`config.mk`:
```
export PLATFORM = sky130hd
export DESIGN_NAME = sar_ctrl
export DESIGN_NICKNAME = d
export VERILOG_FILES = /design/src/common/sar_pkg.sv /design/src/rtl/sar_ctrl.sv
export SDC_FILE = /design/constraint.sdc
export NUM_CORES = 1
export LEC_CHECK = 0
export ABC_AREA = 1
export CORE_MARGIN = 4
export CORE_UTILIZATION = 30
export DETAILED_ROUTE_END_ITERATION = 10
export DONT_BUFFER_PORTS = 1
export GPL_ROUTABILITY_DRIVEN = 0
export GPL_TIMING_DRIVEN = 0
export PLACE_DENSITY_LB_ADDON = 0.25
export RECOVER_POWER = 100
export SLEW_MARGIN = 20
export SYNTH_ARGS = -nofsm -noshare
export SYNTH_HDL_FRONTEND = slang
export SYNTH_SLANG_ARGS = --single-unit
```
`constraint.sdc`:
```
create_clock -name clk_in -period 3.45 [get_ports clk_in]
set_input_delay 0.1725 -clock clk_in [delete_from_list [all_inputs] [get_ports clk_in]]
set_output_delay 0.1725 -clock clk_in [all_outputs]
set_load 0.01 [all_outputs]
```
`src/common/sar_pkg.sv`:
```
// constants and types for the serial address recognition control block
package sar_pkg;
  localparam int ADDR_W = 12;
  localparam int IDX_W = 8;

  // register indices; byte address is four times the index
  localparam logic [IDX_W-1:0] IDX_POWER_CONTROL_REG = 8'h87;
  localparam logic [IDX_W-1:0] IDX_IE = 8'hA8;
  localparam logic [IDX_W-1:0] IDX_P0_ADDR = 8'hA9;
  localparam logic [IDX_W-1:0] IDX_P1_ADDR = 8'hAA;
  localparam logic [IDX_W-1:0] IDX_IP = 8'hB8;
  localparam logic [IDX_W-1:0] IDX_P0_MASK = 8'hB9;
  localparam logic [IDX_W-1:0] IDX_P1_MASK = 8'hBA;
  localparam logic [IDX_W-1:0] IDX_PORT1_SERIAL_CONTROL = 8'hC0;
  localparam logic [IDX_W-1:0] IDX_PORT1_DATA_BUFFER = 8'hC1;

  // interrupt enable fields
  localparam int IE_GLOBAL = 7;
  localparam int IE_SER1 = 6;
  localparam int IE_SER0 = 4;
  // interrupt priority fields
  localparam int IP_UNIMP = 7;
  localparam int IP_SER1 = 6;
  localparam int IP_SER0 = 4;
  // port 1 serial control fields
  localparam int SC_MODE0_FE = 7;
  localparam int SC_MODE1 = 6;
  localparam int SC_MULTI = 5;
  localparam int SC_RX_EN = 4;
  localparam int SC_TX_NINTH = 3;
  localparam int SC_RX_NINTH = 2;
  localparam int SC_TX_FLAG = 1;
  localparam int SC_RX_FLAG = 0;
  // power control fields
  localparam int PC_DOUBLE = 7;
  localparam int PC_FE_SEL = 6;

  localparam logic [7:0] REG_RESET = 8'h00;
  localparam logic [7:0] IP_READ_ONES = 8'h80;

  // shift clock dividers in core clocks
  localparam int DIV_W = 7;
  localparam logic [DIV_W-1:0] MODE0_SLOW_DIV = 7'h0C;
  localparam logic [DIV_W-1:0] MODE0_FAST_DIV = 7'h04;
  localparam logic [DIV_W-1:0] MODE2_SLOW_DIV = 7'h40;
  localparam logic [DIV_W-1:0] MODE2_FAST_DIV = 7'h20;

  localparam logic [1:0] RESP_OKAY = 2'h0;
  localparam logic [1:0] RESP_SLVERR = 2'h2;

  typedef enum logic [1:0] {
    MODE_SYNC8 = 2'h0,
    MODE_ASYNC10 = 2'h1,
    MODE_ASYNC11_FIXED = 2'h2,
    MODE_ASYNC11_VAR = 2'h3
  } sar_mode_t;

  // one received frame as the shift engine reports it
  typedef struct packed {
    logic [7:0] data;
    logic ninth;
    logic stop_ok;
  } sar_rx_evt_t;

  // interrupt request toward the core's priority logic
  typedef struct packed {
    logic req;
    logic high_prio;
  } sar_irq_t;
endpackage

```
`src/rtl/sar_ctrl.sv`:
```
// serial port 1 control and address recognition for both serial ports
// Functional notes
// - port 1 station address register, software writable
// - port 0 mask one compares address bit
// - port 0 mask zero makes bit don't-care
// - port 0 zero mask accepts any address
// - port 1 mask one compares address bit
// - port 1 mask zero makes bit don't-care
// - port 1 zero mask accepts any address
// - control bit 7 is mode or framing flag
// - framing flag set on invalid stop bit
// - mode bits pick one of four frame modes
// - modes 2/3 multiproc: ninth zero blocks receive flag
// - mode 1 multiproc: bad stop blocks flag
// - mode 0 multiproc zero shifts at clock/12
// - port 1 priority bit one means high
// - port 0 priority bit one means high
// - priority bit 7 always reads one
// - port 3 pins carry serial 0 data
// - mode 0 multiproc one shifts at clock/4
// - receive flag set at frame end event
// - transmit flag set by hardware, software clears
// - data reads receive buffer, writes transmit buffer
//
// The AXI4-Lite register port was left to the implementer.
module sar_ctrl
  import sar_pkg::*;
(
  // clock and reset
  input wire logic clk_in,
  input wire logic rst_b_in,
  // register bus
  input wire logic s_axi_awvalid_in,
  output logic s_axi_awready_out,
  input wire logic [ADDR_W-1:0] s_axi_awaddr_in,
  input wire logic s_axi_wvalid_in,
  output logic s_axi_wready_out,
  input wire logic [31:0] s_axi_wdata_in,
  input wire logic [3:0] s_axi_wstrb_in,
  output logic s_axi_bvalid_out,
  input wire logic s_axi_bready_in,
  output logic [1:0] s_axi_bresp_out,
  input wire logic s_axi_arvalid_in,
  output logic s_axi_arready_out,
  input wire logic [ADDR_W-1:0] s_axi_araddr_in,
  output logic s_axi_rvalid_out,
  input wire logic s_axi_rready_in,
  output logic [31:0] s_axi_rdata_out,
  output logic [1:0] s_axi_rresp_out,
  // port 0 shift engine
  input wire logic rx0_evt_valid_in,
  input wire sar_rx_evt_t rx0_evt_in,
  input wire logic rx0_multiproc_in,
  input wire logic rx0_flag_in,
  input wire logic tx0_flag_in,
  output logic rx0_accept_out,
  // port 1 shift engine
  input wire logic rx1_evt_valid_in,
  input wire sar_rx_evt_t rx1_evt_in,
  input wire logic tx1_stop_start_in,
  input wire logic tmr_baud_en_in,
  output logic p1_bit_en_out,
  output sar_mode_t p1_mode_out,
  output logic p1_rx_enable_out,
  output logic p1_tx_ninth_out,
  output logic [7:0] p1_tx_data_out,
  output logic p1_tx_start_out,
  // port 3 serial pins
  input wire logic p3_rxd_pin_in,
  input wire logic ser0_txd_in,
  input wire logic ser0_alt_en_in,
  output logic ser0_rxd_out,
  output logic p3_txd_out,
  output logic p3_txd_oe_out,
  // interrupt requests
  output sar_irq_t ser0_irq_out,
  output sar_irq_t ser1_irq_out
);

  function automatic logic is_mapped(input logic [ADDR_W-1:0] addr);
    logic [IDX_W-1:0] idx;
    idx = addr[IDX_W+1:2];
    is_mapped = (addr[ADDR_W-1:IDX_W+2] == '0) && (addr[1:0] == 2'h0) &&
      (idx == IDX_POWER_CONTROL_REG || idx == IDX_IE || idx == IDX_P0_ADDR ||
       idx == IDX_P1_ADDR || idx == IDX_IP || idx == IDX_P0_MASK ||
       idx == IDX_P1_MASK || idx == IDX_PORT1_SERIAL_CONTROL || idx == IDX_PORT1_DATA_BUFFER);
  endfunction

  // masked compare; an all-zero mask matches every address byte
  function automatic logic addr_hit(input logic [7:0] data,
                                    input logic [7:0] own,
                                    input logic [7:0] mask);
    addr_hit = ((data ^ own) & mask) == 8'h00;
  endfunction

  logic [7:0] power_control_reg_ff, ie_ff, ip_ff;
  logic [7:0] p0_addr_ff, p0_mask_ff, p1_addr_ff, p1_mask_ff;
  logic [7:0] scon_ff, rx_buf_ff, tx_buf_ff;
  logic tx_start_ff, rx0_accept_ff;
  logic aw_held_ff, w_held_ff, bvalid_ff, rvalid_ff;
  logic [ADDR_W-1:0] awaddr_ff;
  logic [7:0] wdata_ff;
  logic wstrb0_ff;
  logic [1:0] bresp_ff, rresp_ff;
  logic [31:0] rdata_ff;
  logic [DIV_W-1:0] div_cnt_ff;
  logic bit_en_ff;
  logic fe_ff;

  logic wr_fire;
  logic [IDX_W-1:0] wr_idx, rd_idx;
  logic wr_byte;
  logic [7:0] rd_val;
  sar_mode_t mode;
  logic multi, fe_sel;
  logic rx1_ok, rx1_set, tx1_set;
  logic [DIV_W-1:0] nxt_div_len;

  // bus write path: address and data taken in either order
  assign s_axi_awready_out = !aw_held_ff && !bvalid_ff;
  assign s_axi_wready_out = !w_held_ff && !bvalid_ff;
  assign wr_fire = aw_held_ff && w_held_ff && !bvalid_ff;
  assign wr_idx = awaddr_ff[IDX_W+1:2];
  assign wr_byte = wr_fire && wstrb0_ff && is_mapped(awaddr_ff);

  always_ff @(posedge clk_in or negedge rst_b_in) begin
    if (!rst_b_in) begin
      aw_held_ff <= 1'b0;
      awaddr_ff <= '0;
    end else if (s_axi_awvalid_in && s_axi_awready_out) begin
      aw_held_ff <= 1'b1;
      awaddr_ff <= s_axi_awaddr_in;
    end else if (wr_fire) begin
      aw_held_ff <= 1'b0;
    end
  end

  always_ff @(posedge clk_in or negedge rst_b_in) begin
    if (!rst_b_in) begin
      w_held_ff <= 1'b0;
      wdata_ff <= 8'h00;
      wstrb0_ff <= 1'b0;
    end else if (s_axi_wvalid_in && s_axi_wready_out) begin
      w_held_ff <= 1'b1;
      wdata_ff <= s_axi_wdata_in[7:0];
      wstrb0_ff <= s_axi_wstrb_in[0];
    end else if (wr_fire) begin
      w_held_ff <= 1'b0;
    end
  end

  always_ff @(posedge clk_in or negedge rst_b_in) begin
    if (!rst_b_in) begin
      bvalid_ff <= 1'b0;
      bresp_ff <= RESP_OKAY;
    end else if (wr_fire) begin
      bvalid_ff <= 1'b1;
      bresp_ff <= is_mapped(awaddr_ff) ? RESP_OKAY : RESP_SLVERR;
    end else if (s_axi_bready_in) begin
      bvalid_ff <= 1'b0;
    end
  end

  assign s_axi_bvalid_out = bvalid_ff;
  assign s_axi_bresp_out = bresp_ff;

  // plain read/write registers
  always_ff @(posedge clk_in or negedge rst_b_in) begin
    if (!rst_b_in) begin
      power_control_reg_ff <= REG_RESET;
      ie_ff <= REG_RESET;
      ip_ff <= REG_RESET;
      p0_addr_ff <= REG_RESET;
      p0_mask_ff <= REG_RESET;
      p1_addr_ff <= REG_RESET;
      p1_mask_ff <= REG_RESET;
    end else if (wr_byte) begin
      if (wr_idx == IDX_POWER_CONTROL_REG) power_control_reg_ff <= wdata_ff;
      if (wr_idx == IDX_IE) ie_ff <= wdata_ff;
      if (wr_idx == IDX_IP) ip_ff <= wdata_ff;
      if (wr_idx == IDX_P0_ADDR) p0_addr_ff <= wdata_ff;
      if (wr_idx == IDX_P0_MASK) p0_mask_ff <= wdata_ff;
      if (wr_idx == IDX_P1_ADDR) p1_addr_ff <= wdata_ff;
      if (wr_idx == IDX_P1_MASK) p1_mask_ff <= wdata_ff;
    end
  end

  // port 1 mode and gating
  assign fe_sel = power_control_reg_ff[PC_FE_SEL];
  assign multi = scon_ff[SC_MULTI];
  assign mode = sar_mode_t'({scon_ff[SC_MODE0_FE], scon_ff[SC_MODE1]});

  // receive acceptance by mode, multiproc gating and address match
  always_comb begin
    rx1_ok = 1'b1;
    unique case (mode)
      MODE_SYNC8: rx1_ok = 1'b1;
      MODE_ASYNC10: rx1_ok = !multi || rx1_evt_in.stop_ok;
      MODE_ASYNC11_FIXED, MODE_ASYNC11_VAR: begin
        rx1_ok = !multi || (rx1_evt_in.ninth &&
          addr_hit(rx1_evt_in.data, p1_addr_ff, p1_mask_ff));
      end
    endcase
  end

  assign rx1_set = rx1_evt_valid_in && scon_ff[SC_RX_EN] && rx1_ok;
  assign tx1_set = tx1_stop_start_in;

  // port 1 control: hardware set wins over a software clear
  always_ff @(posedge clk_in or negedge rst_b_in) begin
    if (!rst_b_in) begin
      scon_ff <= REG_RESET;
    end else begin
      if (wr_byte && wr_idx == IDX_PORT1_SERIAL_CONTROL) begin
        scon_ff[SC_MODE1:SC_TX_NINTH] <= wdata_ff[SC_MODE1:SC_TX_NINTH];
        scon_ff[SC_RX_NINTH] <= wdata_ff[SC_RX_NINTH];
        scon_ff[SC_TX_FLAG] <= wdata_ff[SC_TX_FLAG];
        scon_ff[SC_RX_FLAG] <= wdata_ff[SC_RX_FLAG];
        if (!fe_sel) scon_ff[SC_MODE0_FE] <= wdata_ff[SC_MODE0_FE];
      end
      if (rx1_set) begin
        scon_ff[SC_RX_FLAG] <= 1'b1;
        if (mode == MODE_ASYNC10) begin
          scon_ff[SC_RX_NINTH] <= rx1_evt_in.stop_ok;
        end else if (mode != MODE_SYNC8) begin
          scon_ff[SC_RX_NINTH] <= rx1_evt_in.ninth;
        end
      end
      if (tx1_set) begin
        scon_ff[SC_TX_FLAG] <= 1'b1;
      end
    end
  end

  // framing flag is its own bit; power control picks what bit 7 reaches
  always_ff @(posedge clk_in or negedge rst_b_in) begin
    if (!rst_b_in) begin
      fe_ff <= 1'b0;
    end else begin
      if (wr_byte && wr_idx == IDX_PORT1_SERIAL_CONTROL && fe_sel) begin
        fe_ff <= wdata_ff[SC_MODE0_FE];
      end
      if (fe_sel && rx1_evt_valid_in && scon_ff[SC_RX_EN] &&
          mode != MODE_SYNC8 && !rx1_evt_in.stop_ok) begin
        fe_ff <= 1'b1;
      end
    end
  end

  // separate receive and transmit buffers behind one location
  always_ff @(posedge clk_in or negedge rst_b_in) begin
    if (!rst_b_in) begin
      rx_buf_ff <= REG_RESET;
    end else if (rx1_set) begin
      rx_buf_ff <= rx1_evt_in.data;
    end
  end

  always_ff @(posedge clk_in or negedge rst_b_in) begin
    if (!rst_b_in) begin
      tx_buf_ff <= REG_RESET;
      tx_start_ff <= 1'b0;
    end else begin
      tx_start_ff <= wr_byte && wr_idx == IDX_PORT1_DATA_BUFFER;
      if (wr_byte && wr_idx == IDX_PORT1_DATA_BUFFER) begin
        tx_buf_ff <= wdata_ff;
      end
    end
  end

  // port 0 address byte recognition
  always_ff @(posedge clk_in or negedge rst_b_in) begin
    if (!rst_b_in) begin
      rx0_accept_ff <= 1'b0;
    end else begin
      rx0_accept_ff <= rx0_evt_valid_in && (!rx0_multiproc_in ||
        !rx0_evt_in.ninth ||
        addr_hit(rx0_evt_in.data, p0_addr_ff, p0_mask_ff));
    end
  end

  // shift clock enable: fixed dividers in modes 0 and 2, timer otherwise
  always_comb begin
    nxt_div_len = MODE0_SLOW_DIV;
    unique case (mode)
      MODE_SYNC8: begin
        nxt_div_len = multi ? MODE0_FAST_DIV : MODE0_SLOW_DIV;
      end
      MODE_ASYNC11_FIXED: begin
        nxt_div_len = power_control_reg_ff[PC_DOUBLE] ? MODE2_FAST_DIV : MODE2_SLOW_DIV;
      end
      MODE_ASYNC10, MODE_ASYNC11_VAR: nxt_div_len = MODE0_SLOW_DIV;
    endcase
  end

  always_ff @(posedge clk_in or negedge rst_b_in) begin
    if (!rst_b_in) begin
      div_cnt_ff <= '0;
      bit_en_ff <= 1'b0;
    end else if (mode == MODE_ASYNC10 || mode == MODE_ASYNC11_VAR) begin
      div_cnt_ff <= '0;
      bit_en_ff <= tmr_baud_en_in;
    end else if (div_cnt_ff >= nxt_div_len - 7'h01) begin
      div_cnt_ff <= '0;
      bit_en_ff <= 1'b1;
    end else begin
      div_cnt_ff <= div_cnt_ff + 7'h01;
      bit_en_ff <= 1'b0;
    end
  end

  // read path
  always_comb begin
    rd_idx = s_axi_araddr_in[IDX_W+1:2];
    rd_val = 8'h00;
    unique case (rd_idx)
      IDX_POWER_CONTROL_REG: rd_val = power_control_reg_ff;
      IDX_IE: rd_val = ie_ff;
      IDX_IP: rd_val = ip_ff | IP_READ_ONES;
      IDX_P0_ADDR: rd_val = p0_addr_ff;
      IDX_P0_MASK: rd_val = p0_mask_ff;
      IDX_P1_ADDR: rd_val = p1_addr_ff;
      IDX_P1_MASK: rd_val = p1_mask_ff;
      IDX_PORT1_SERIAL_CONTROL: rd_val = fe_sel ? {fe_ff, scon_ff[SC_MODE1:0]} : scon_ff;
      IDX_PORT1_DATA_BUFFER: rd_val = rx_buf_ff;
      default: rd_val = 8'h00;
    endcase
  end

  assign s_axi_arready_out = !rvalid_ff;

  always_ff @(posedge clk_in or negedge rst_b_in) begin
    if (!rst_b_in) begin
      rvalid_ff <= 1'b0;
      rdata_ff <= '0;
      rresp_ff <= RESP_OKAY;
    end else if (s_axi_arvalid_in && !rvalid_ff) begin
      rvalid_ff <= 1'b1;
      rdata_ff <= is_mapped(s_axi_araddr_in) ? {24'h000000, rd_val} : '0;
      rresp_ff <= is_mapped(s_axi_araddr_in) ? RESP_OKAY : RESP_SLVERR;
    end else if (s_axi_rready_in) begin
      rvalid_ff <= 1'b0;
    end
  end

  assign s_axi_rvalid_out = rvalid_ff;
  assign s_axi_rdata_out = rdata_ff;
  assign s_axi_rresp_out = rresp_ff;

  // outputs toward engines, pins and core
  assign p1_bit_en_out = bit_en_ff;
  assign p1_mode_out = mode;
  assign p1_rx_enable_out = scon_ff[SC_RX_EN];
  assign p1_tx_ninth_out = scon_ff[SC_TX_NINTH];
  assign p1_tx_data_out = tx_buf_ff;
  assign p1_tx_start_out = tx_start_ff;
  assign rx0_accept_out = rx0_accept_ff;
  assign ser0_rxd_out = p3_rxd_pin_in;
  assign p3_txd_out = ser0_txd_in;
  assign p3_txd_oe_out = ser0_alt_en_in;
  assign ser0_irq_out.req = ie_ff[IE_GLOBAL] && ie_ff[IE_SER0] &&
    (rx0_flag_in || tx0_flag_in);
  assign ser0_irq_out.high_prio = ip_ff[IP_SER0];
  assign ser1_irq_out.req = ie_ff[IE_GLOBAL] && ie_ff[IE_SER1] &&
    (scon_ff[SC_RX_FLAG] || scon_ff[SC_TX_FLAG]);
  assign ser1_irq_out.high_prio = ip_ff[IP_SER1];
endmodule

```
==> results of run 1 <==
flip-flops by register name (all words and copies together), names as in the netlist, 7 cells and up:
register              count
rx_buf_ff                 8
p1_addr_ff                8
awaddr_ff                12
div_cnt_ff                7
p0_addr_ff                8
wdata_ff                  8
power_control_reg_ff      8
ip_ff                     7
ie_ff                     8
p0_mask_ff                8
p1_tx_data_out            8
p1_mask_ff                8
s_axi_rdata_out           8
scon_ff                   8
final cells by class:
class                      instances  share of cell area
sequential                       125               0.408
buffer                            54              0.0391
clock buffer                      17              0.0554
clock inverter                    15              0.0243
multi-input combinational        532               0.332
tap                              270              0.0440
timing repair buffer              39              0.0505
inverter                          97              0.0474
worst paths after layout:
kind,startpoint,end,slack (ns),cells after the start
setup / recovery,s_axi_bvalid_out,p1_addr_ff[2],0.64,7
hold / removal,rx1_evt_in[0],scon_ff[2],0.04,4
setup reg to reg,s_axi_bvalid_out,p1_addr_ff[2],0.64,7
hold reg to reg,rx_buf_ff[6],rx_buf_ff[6],0.48,2
max in group asynchronous,rst_b_in,ie_ff[3],1.54,2
min in group asynchronous,rst_b_in,ip_ff[4],0.78,2
metrics by stage:
stage | power, mW | hold slack, ns | utilization
2_1_floorplan | 2.15 | -0.123 | -
3_5_place_dp | 2.36 | -0.116 | 0.330
4_1_cts | 4.32 | 0.0147 | 0.379
5_1_grt | 4.47 | 0.0745 | 0.374
6_report | 4.25 | 0.0448 | 0.374
3_3_place_gp | 2.35 | -0.116 | 0.330
timing repair:
item,in CTS,in global routing
endpoints found under the hold margin,161,0
buffers inserted,0,0
hold buffers,39,0
resized for setup,0,0
cells in the final DEF (no fill, tap or decap), drive strengths merged, types with 11 or more instances in the layout:
master | netlist | final
nor2 | 77 | 77
o21ai | 93 | 93
mux2 | 11 | 11
buf | 44 | 26
a21oi | 27 | 27
clkbuf | 10 | 46
nand2 | 192 | 192
dlygate4sd3 | 0 | 38
o22ai | 21 | 21
dfrtp | 125 | 125
conb | 1 | 26
nor3 | 12 | 12
inv | 97 | 103
nand3 | 26 | 26
cell families after synthesis:
group | Yosys count | share of synthesized area
and+or+nand+nor | 322 | 0.212
other | 1 | 0.000593
buffers and inverters | 151 | 0.112
xor gates and xnor gates | 9 | 0.0125
AOI/OAI and AO/OA | 157 | 0.135
muxes | 11 | 0.0196
DFF | 125 | 0.494
adders and majority gates | 7 | 0.0138
power breakdown:
part           internal [mW]  total [mW]  switching (mW)
Clock                   1.15        1.87           0.720
Sequential              1.61        1.72           0.115
Combinational          0.208       0.661           0.453
metal layers:
| layer | part of all wire | wire (um) | up-vias |
|---|---|---|---|
| met2 | 0.46 | 8410 | 147 |
| li1 | - | - | 2652 |
| met5 | 0 | 0 | - |
| met1 | 0.45 | 8200 | 2433 |
| met3 | 0.072 | 1310 | 21 |
| met4 | 0.019 | 350 | 0 |
worst max-delay path, cell delays in order, from the launching register on:
cell      delay (ns)
dfrtp_1         0.45
nor3_1          0.46
inv_1           0.14
nor2_1          0.18
nand3_1         0.28
nor2_1          0.59
clkbuf_1        0.42
o21ai_0         0.14
==> flow_summary.json, run 1 <==
{
  "die_w_um": 153,
  "ys.flop_type": "dfrtp_1",
  "status": "finished, violations left",
  "pre_cts_ws_ns": 0.814,
  "syn_area_um2": 6330,
  "final_cells": 1149,
  "dp.cells": 1078,
  "first_global_vias": 5109,
  "finalWirelength_mm": 18.3,
  "synth_area_leaders": "dfrtp_1, nand2_1, o21ai_0",
  "finalHoldViolations": 0,
  "cts_buffers": 17,
  "antenna_found_initial": 0,
  "layout_min_cycle_time_ns": 2.81,
  "via_per_inst": 4.57,
  "clkTransAtPathRegs_ns": 0.06,
  "wl_per_cell_um": 15.9,
  "route.detailed.drc": 0,
  "drtIter0Drc": 331,
  "multi_input_area_um2": 2540,
  "synth_cell_type_count": 36,
  "grt-ovfl-total": 0,
  "first_pass_iters": 5,
  "ir_drop_uv": 393,
  "yosysTopAreaCellShare": 0.494,
  "insertion_delay_ns": 0.43,
  "setup_violations": 0,
  "h-tree-depth": 4,
  "io-pin-count": 160,
  "finalCritPeriodShare": 0.814,
  "core-area_um2": 20500,
  "cts_tree": "yes",
  "synth-edff-count": 0,
  "grt_use_met2": 0.246,
  "grt_pass1_wl_mm": 28.8,
  "setup_ws_ns": 0.643,
  "setup_tns_ns": 0,
  "max-slew-margin-rel": -0.170,
  "max_freq_mhz": 356,
  "fin_area_um2": 7670,
  "max_cap_violations": 1,
  "yosysTopAreaCell": "dfrtp_1",
  "clockBufferDepth": 2,
  "regArea_um2": 3130,
  "antennaDiodeCount": 0,
  "crit_arrival_ns": 3.09,
  "hold_path.class": "input pin to register",
  "cts.sinks": 125,
  "floorplan.initialDensity": 0.309,
  "clock_tree.root_cell": "clkbuf_16",
  "async_flop_share": 1.00,
  "ys_ff_latch": 125,
  "die_area_um2": 23500,
  "setup.worst_path.start_class": "register",
  "powerDensity_nw_per_um2": 554,
  "path_max_fanout": 10,
  "fp.dieH_um": 153,
  "rsz0062_at_grt": "no",
  "syn_area_per_cell_um2": 8.08,
  "dp_hpwl_mm": 13.3,
  "placed_cell_area_um2": 6760,
  "layout-drive-gt1-share": 0.0865,
  "track_usage": 0.158,
  "route.antenna.remaining_nets": 0,
  "skew_ns": 0.0112,
  "critPathKind": "register to register",
  "area_growth_syn_to_layout_pct": 21.3,
  "yosys_warnings": 0,
  "synth_common_cells": "nand2_1, dfrtp_1, inv_1",
  "gr-usage-met3": 0.0478,
  "maxSlewViolCount": 126,
  "violations": "capacitance limit, slew limit",
  "fin_nets": 970,
  "tightest_slew_ns": 1.75,
  "p_leak_nw": 3.50,
  "end_kind": "register",
  "grt_use_met1": 0.212,
  "grt_start_max_net_pins": 126,
  "num_vias": 5253,
  "top_usage_layer": "met2",
  "fillers": 2144,
  "synthMostInstantiatedCell": "nand2_1",
  "syn-instance-count": 783,
  "row_count": 52,
  "ys_seq_area_frac": 0.494,
  "required_ns": 3.74,
  "portBuffers": 0
}
No activity file was read; power rests on OpenSTA's default activity.
==> inputs of run 2 (changes only) <==
--- a/config.mk
+++ b/config.mk
@@ -5,7 +5,7 @@
 export SDC_FILE = /design/constraint.sdc
 export NUM_CORES = 1
 export LEC_CHECK = 0
-export ABC_AREA = 1
+export ABC_AREA = 0
 export CORE_MARGIN = 4
 export CORE_UTILIZATION = 30
 export DETAILED_ROUTE_END_ITERATION = 10
==> constraint.sdc (replaced) <==
create_clock -name clk_in -period 2.61 [get_ports clk_in]
set_input_delay 0.1305 -clock clk_in [delete_from_list [all_inputs] [get_ports clk_in]]
set_output_delay 0.1305 -clock clk_in [all_outputs]
set_load 0.01 [all_outputs]
==> run 2 against run 1 <==
The run ends with hold timing left. Largest cell class unchanged. Largest power group unchanged. First-iteration DRC count decreased by 37%. Worst hold slack got worse by 0.64 ns. Via count decreased by 19%. Area after synthesis increased by 0.14%. Design area increased by 0.88%. Cell count decreased by 24%. Worst setup slack got worse by 0.45 ns.
==> flow_summary.json, run 2 <==
{
  "violations": "hold timing",
  "syn_area_um2": 6330,
  "max_freq_mhz": 414,
  "cts_tree": "yes",
  "fillers": 2010,
  "insertion_delay_ns": 0.42,
  "ys_ff_latch": 125,
  "regArea_um2": 3130,
  "cpPeakStageDelay_ns": 0.61,
  "yosysTopAreaCell": "dfrtp_1",
  "cp_slowest_cell": "nor3_2",
  "first_pass_iters": 5,
  "die_w_um": 153,
  "finalHoldViolations": 125,
  "finalCritPeriodShare": 0.924,
  "route.met2.wl_mm": 7.65,
  "p_leak_nw": 3.60,
  "grt_pass1_wl_mm": 26.0,
  "top_layer": "met4",
  "end_kind": "register",
  "floorplan.initialDensity": 0.309,
  "cts.sinks": 125,
  "setup_ws_ns": 0.197,
  "grt_start_max_net_pins": 126,
  "multi_input_area_um2": 2890,
  "setup_violations": 0,
  "h-tree-depth": 4,
  "portBuffers": 0,
  "path_max_fanout": 8,
  "grt-ovfl-total": 0,
  "cts_hold_buf": 41,
  "ys_seq_area_frac": 0.494,
  "fin_nets": 699,
  "num_vias": 4262,
  "pwr-share-clk": 0.418,
  "finalWirelength_mm": 16.6,
  "status": "finished, violations left",
  "layout_min_cycle_time_ns": 2.41,
  "p_sw_mw": 1.77,
  "crit_chain": "or4_4 > nor4_4 > nand2_1 > nor3_2 > mux2_2",
  "io-pin-count": 160,
  "placed_cell_area_um2": 6780,
  "core-area_um2": 20500,
  "yosysTopAreaCellShare": 0.494,
  "ctsResizeCount": 0,
  "mostFrequentLayoutCells": "dfrtp_1, mux2_2, dlygate4sd3_1",
  "wl_met3_mm": 1.12,
  "synth_cell_type_count": 59,
  "antennaDiodeCount": 0,
  "met1Wirelength_mm": 7.49,
  "cts_setup_buffers": 0,
  "yosys_warnings": 0,
  "die_area_um2": 23500,
  "wl_per_cell_um": 18.9,
  "fin_area_um2": 7740,
  "powerDensity_nw_per_um2": 772,
  "synth-edff-count": 0,
  "whs_ns": -0.598,
  "critPathKind": "register to register",
  "clkTransAtPathRegs_ns": 0.06,
  "pre_cts_ws_ns": 0.0811,
  "maxSlewViolCount": 0,
  "async_flop_share": 1.00,
  "setup.worst_path.start_class": "register",
  "largest_reg_flops": 12,
  "max_cap_violations": 0,
  "via_per_inst": 4.85,
  "rsz0062_at_grt": "no",
  "p_seq_frac": 0.400,
  "drtIter0Drc": 208,
  "antenna_found_initial": 0,
  "synth_common_cells": "dfrtp_1, mux2_2, buf_4",
  "power.share.switching": 0.296,
  "regMostFlops": "awaddr_ff",
  "cts_buffers": 17,
  "final_core_util": 0.378,
  "syn_area_per_cell_um2": 12.4,
  "synthMostInstantiatedCell": "dfrtp_1",
  "synth_area_leaders": "dfrtp_1, mux2_2, buf_4",
  "max-slew-margin-rel": 0.239,
  "area_growth_syn_to_layout_pct": 22.2,
  "layout-drive-gt1-share": 0.299,
  "route.antenna.remaining_nets": 0,
  "first_global_vias": 4550,
  "fp.dieH_um": 153,
  "p_int_mw": 4.20,
  "skew_ns": 0.0102,
  "row_count": 52,
  "route.detailed.drc": 0,
  "dp_hpwl_mm": 11.9,
  "combPwrFrac": 0.183,
  "track_usage": 0.143,
  "tightest_slew_ns": 1.14,
  "clock_tree.root_cell": "clkbuf_16",
  "ir_drop_uv": 524,
  "required_ns": 2.91,
  "syn-instance-count": 510,
  "crit_arrival_ns": 2.72,
  "ys.flop_type": "dfrtp_1",
  "hold_path.class": "input pin to async pin",
  "clockBufferDepth": 2,
  "layout_commonest_cell": "dfrtp_1"
}
run 2: layout make-up:
| class | instances | area share |
|---|---|---|
| clock buffers | 18 | 0.0567 |
| multi-input cells | 342 | 0.373 |
| repair buffers | 41 | 0.0530 |
| clock inverters | 14 | 0.0234 |
| inverters | 9 | 0.00436 |
| plain buffers | 59 | 0.0420 |
| well taps | 270 | 0.0436 |
| flip-flops and latches | 125 | 0.404 |
run 2: power groups by stage:
stage	sequential (mW)	combinational, mW	clock, mW
floorplan	2.37	0.792	0
finish	2.39	1.09	2.49
global route	2.43	1.22	2.63
CTS	2.39	1.11	2.54
global placement	2.41	0.999	0
detailed placement	2.42	1.05	0
run 2: routing by layer:
metal,GRT usage,up-vias
met5,0,-
met4,0.0492,0
met3,0.0461,25
met2,0.227,132
met1,0.185,2134
li1,-,1971
run 2: through the flow:
| step | power, mW | std cells | setup TNS [ns] |
|---|---|---|---|
| 3_5_place_dp | 3.47 | 805 | 0 |
| 3_3_place_gp | 3.41 | 805 | -0.0816 |
| 4_1_cts | 6.04 | 878 | 0 |
| 2_1_floorplan | 3.16 | 535 | 0 |
| 5_1_grt | 6.27 | 878 | 0 |
| 6_report | 5.97 | 878 | 0 |
run 2: worst max-delay path: cells and delay by family, from the launching register on:
kind	cells	cell delay [ns]
flip-flops	1	0.39
multiplexers	1	0.41
AND/OR/NAND/NOR	4	1.50
run 2: kinds of logic (layout without fill, tap and decap cells):
kind of cell    count (synthesis)  count (layout)  share of synthesized area
buf+inv                        68             141                     0.0622
xor+xnor                       22              22                     0.0304
other cells                     1              26                   0.000592
flops                         125             125                      0.494
mux                           123             123                      0.229
simple gates                   94              94                     0.0932
compound gates                 70              70                     0.0772
fa+ha+maj                       7               7                     0.0138
run 2: worst paths after layout:
path / start / to / slack, ns / cells past startpoint
setup / recovery: awaddr_ff[11] / p0_addr_ff[7] / 0.20 / 5
hold / removal: rst_b_in / wdata_ff[1] / -0.60 / 0
setup reg to reg: awaddr_ff[11] / p0_addr_ff[7] / 0.20 / 5
hold reg to reg: rx_buf_ff[3] / rx_buf_ff[3] / 0.50 / 1
max in group asynchronous: rst_b_in / div_cnt_ff[6] / 3.03 / 0
min in group clk_in: rx1_evt_valid_in / scon_ff[2] / 0.03 / 3
==> inputs of run 3 (changes only) <==
--- a/config.mk
+++ b/config.mk
@@ -14,7 +14,9 @@
 export GPL_TIMING_DRIVEN = 0
 export PLACE_DENSITY_LB_ADDON = 0.25
 export RECOVER_POWER = 100
+export SETUP_SLACK_MARGIN = 0.5
 export SLEW_MARGIN = 20
 export SYNTH_ARGS = -nofsm -noshare
 export SYNTH_HDL_FRONTEND = slang
 export SYNTH_SLANG_ARGS = --single-unit
+export TNS_END_PERCENT = 5
==> run 3 against run 2 <==
The flow still finishes with violations (hold timing). Via count increased by 1.1%. Core utilization increased by 0.73 points. Worst setup slack improved by 0.074 ns. First-iteration DRC count decreased by 1.4%. Fmax increased by 3.2%. Routed wire length increased by 0.60%. Non-clock buffer count increased by 8. Worst hold slack got worse by 0.0019 ns. Sequential share of layout area decreased by 0.75 points. Critical endpoint is now scon_ff[7].
==> flow_summary.json, run 3 (synthesis results as in run 2) <==
{
  "met1Wirelength_mm": 7.40,
  "end_kind": "register",
  "maxSlewViolCount": 0,
  "row_count": 52,
  "first_pass_iters": 5,
  "fp.dieH_um": 153,
  "skew_ns": 0.0106,
  "crit_chain": "and3b_1 > clkbuf_1 > nand3_1 > or4_1 > nor2_1 > mux2_2",
  "insertion_delay_ns": 0.42,
  "dp.cells": 805,
  "finalWirelength_mm": 16.7,
  "p_leak_nw": 3.67,
  "antenna_found_initial": 0,
  "cts_hold_buf": 41,
  "regArea_um2": 3130,
  "dp_hpwl_mm": 11.9,
  "num_vias": 4307,
  "grt_start_max_net_pins": 126,
  "layout_commonest_cell": "dfrtp_1",
  "h-tree-depth": 4,
  "largest_reg_flops": 12,
  "hold_path.class": "input pin to async pin",
  "fin_nets": 707,
  "io-pin-count": 160,
  "cp_num_buf_inv": 1,
  "clock_tree.root_cell": "clkbuf_16",
  "wl_per_cell_um": 18.8,
  "max_freq_mhz": 428,
  "cp_slowest_cell": "or4_1",
  "status": "finished, violations left",
  "top_layer": "met4",
  "area_growth_syn_to_layout_pct": 24.6,
  "cts_tree": "yes",
  "antennaDiodeCount": 0,
  "setup.worst_path.start_class": "register",
  "tightest_slew_ns": 1.15,
  "crit_arrival_ns": 2.64,
  "fillers": 2005,
  "cts_buffers": 17,
  "route.antenna.remaining_nets": 0,
  "max_cap_violations": 0,
  "route.detailed.drc": 0,
  "power.total_mw": 5.97,
  "layout_min_cycle_time_ns": 2.34,
  "layout-drive-gt1-share": 0.315,
  "cp_top_family": "simple AND/OR/NAND/NOR gates",
  "multi_input_area_um2": 2890,
  "portBuffers": 0,
  "floorplan.initialDensity": 0.309,
  "path_max_fanout": 7,
  "finalHoldViolations": 125,
  "fin_area_um2": 7890,
  "regMostFlops": "awaddr_ff",
  "track_usage": 0.144,
  "via_per_inst": 4.86,
  "clockBufferDepth": 2,
  "max-slew-margin-rel": 0.233,
  "placed_cell_area_um2": 6780,
  "drtIter0Drc": 205,
  "first_global_vias": 4565,
  "required_ns": 2.91,
  "grt_pass1_wl_mm": 26.1,
  "rsz0062_at_grt": "yes",
  "final_cells": 886,
  "core-area_um2": 20500,
  "ir_drop_uv": 523,
  "finalCritPeriodShare": 0.896,
  "powerDensity_nw_per_um2": 757,
  "grt-ovfl-total": 0,
  "setup_tns_ns": 0,
  "cts.sinks": 125,
  "clkTransAtPathRegs_ns": 0.06,
  "violations": "hold timing",
  "cpPeakStageDelay_ns": 0.56,
  "route.met2.wl_mm": 7.74,
  "die_area_um2": 23500,
  "die_w_um": 153,
  "setup_violations": 0,
  "wl_met3_mm": 1.24,
  "mostFrequentLayoutCells": "dfrtp_1, mux2_2, dlygate4sd3_1",
  "critPathKind": "register to register",
  "whs_ns": -0.600
}
run 3: power breakdown:
part	switching [mW]	internal [mW]
clock	0.938	1.55
sequential	0.196	2.20
combinational	0.627	0.469
total	1.76	4.21
run 3: metal layers:
layer / vias to the layer above / global-route usage
met1: 2162 / 0.186
li1: 1987 / -
met3: 23 / 0.0461
met2: 135 / 0.228
met5: - / 0
met4: 0 / 0.0492
run 3: worst paths after layout:
path	from	endpoint	slack, ns	cells past startpoint
max	s_axi_bvalid_out	scon_ff[7]	0.27	6
min	rst_b_in	wdata_ff[1]	-0.60	0
max reg2reg	s_axi_bvalid_out	scon_ff[7]	0.27	6
min reg2reg	rx_buf_ff[4]	rx_buf_ff[4]	0.50	1
max in group asynchronous	rst_b_in	div_cnt_ff[4]	3.01	0
min in group clk_in	rx1_evt_valid_in	scon_ff[2]	0.04	3
run 3: cell type report:
| type | count | area share |
|---|---|---|
| multi-input cells | 342 | 0.367 |
| repair buffers | 49 | 0.0675 |
| clock inverters | 14 | 0.0230 |
| well taps | 270 | 0.0428 |
| inverters | 9 | 0.00428 |
| flip-flops and latches | 125 | 0.397 |
| clock buffers | 18 | 0.0557 |
| plain buffers | 59 | 0.0434 |
run 3: through the flow:
step                      setup slack [ns]  utilization
final                                0.271        0.385
after global routing                 0.143        0.385
after CTS                            0.283        0.384
after detailed placement            0.0811        0.331
after global placement             -0.0250        0.330
after floorplan                      0.508            -
run 3: timing repair:
item | in CTS | in global routing
gates cloned | 0 | 0
buffers inserted | 2 | 6
pin swaps | 2 | 7
resized for setup | 4 | 31
hold endpoints to repair | 165 | 125
setup endpoints to repair | 80 | 95
run 3: worst reg2reg max path, delay by kind of cell (launching register included):
kind / cells / cell delay (ns)
flip-flops: 1 / 0.47
buffers and inverters: 1 / 0.23
multiplexers: 1 / 0.34
AND/OR/NAND/NOR: 4 / 1.18
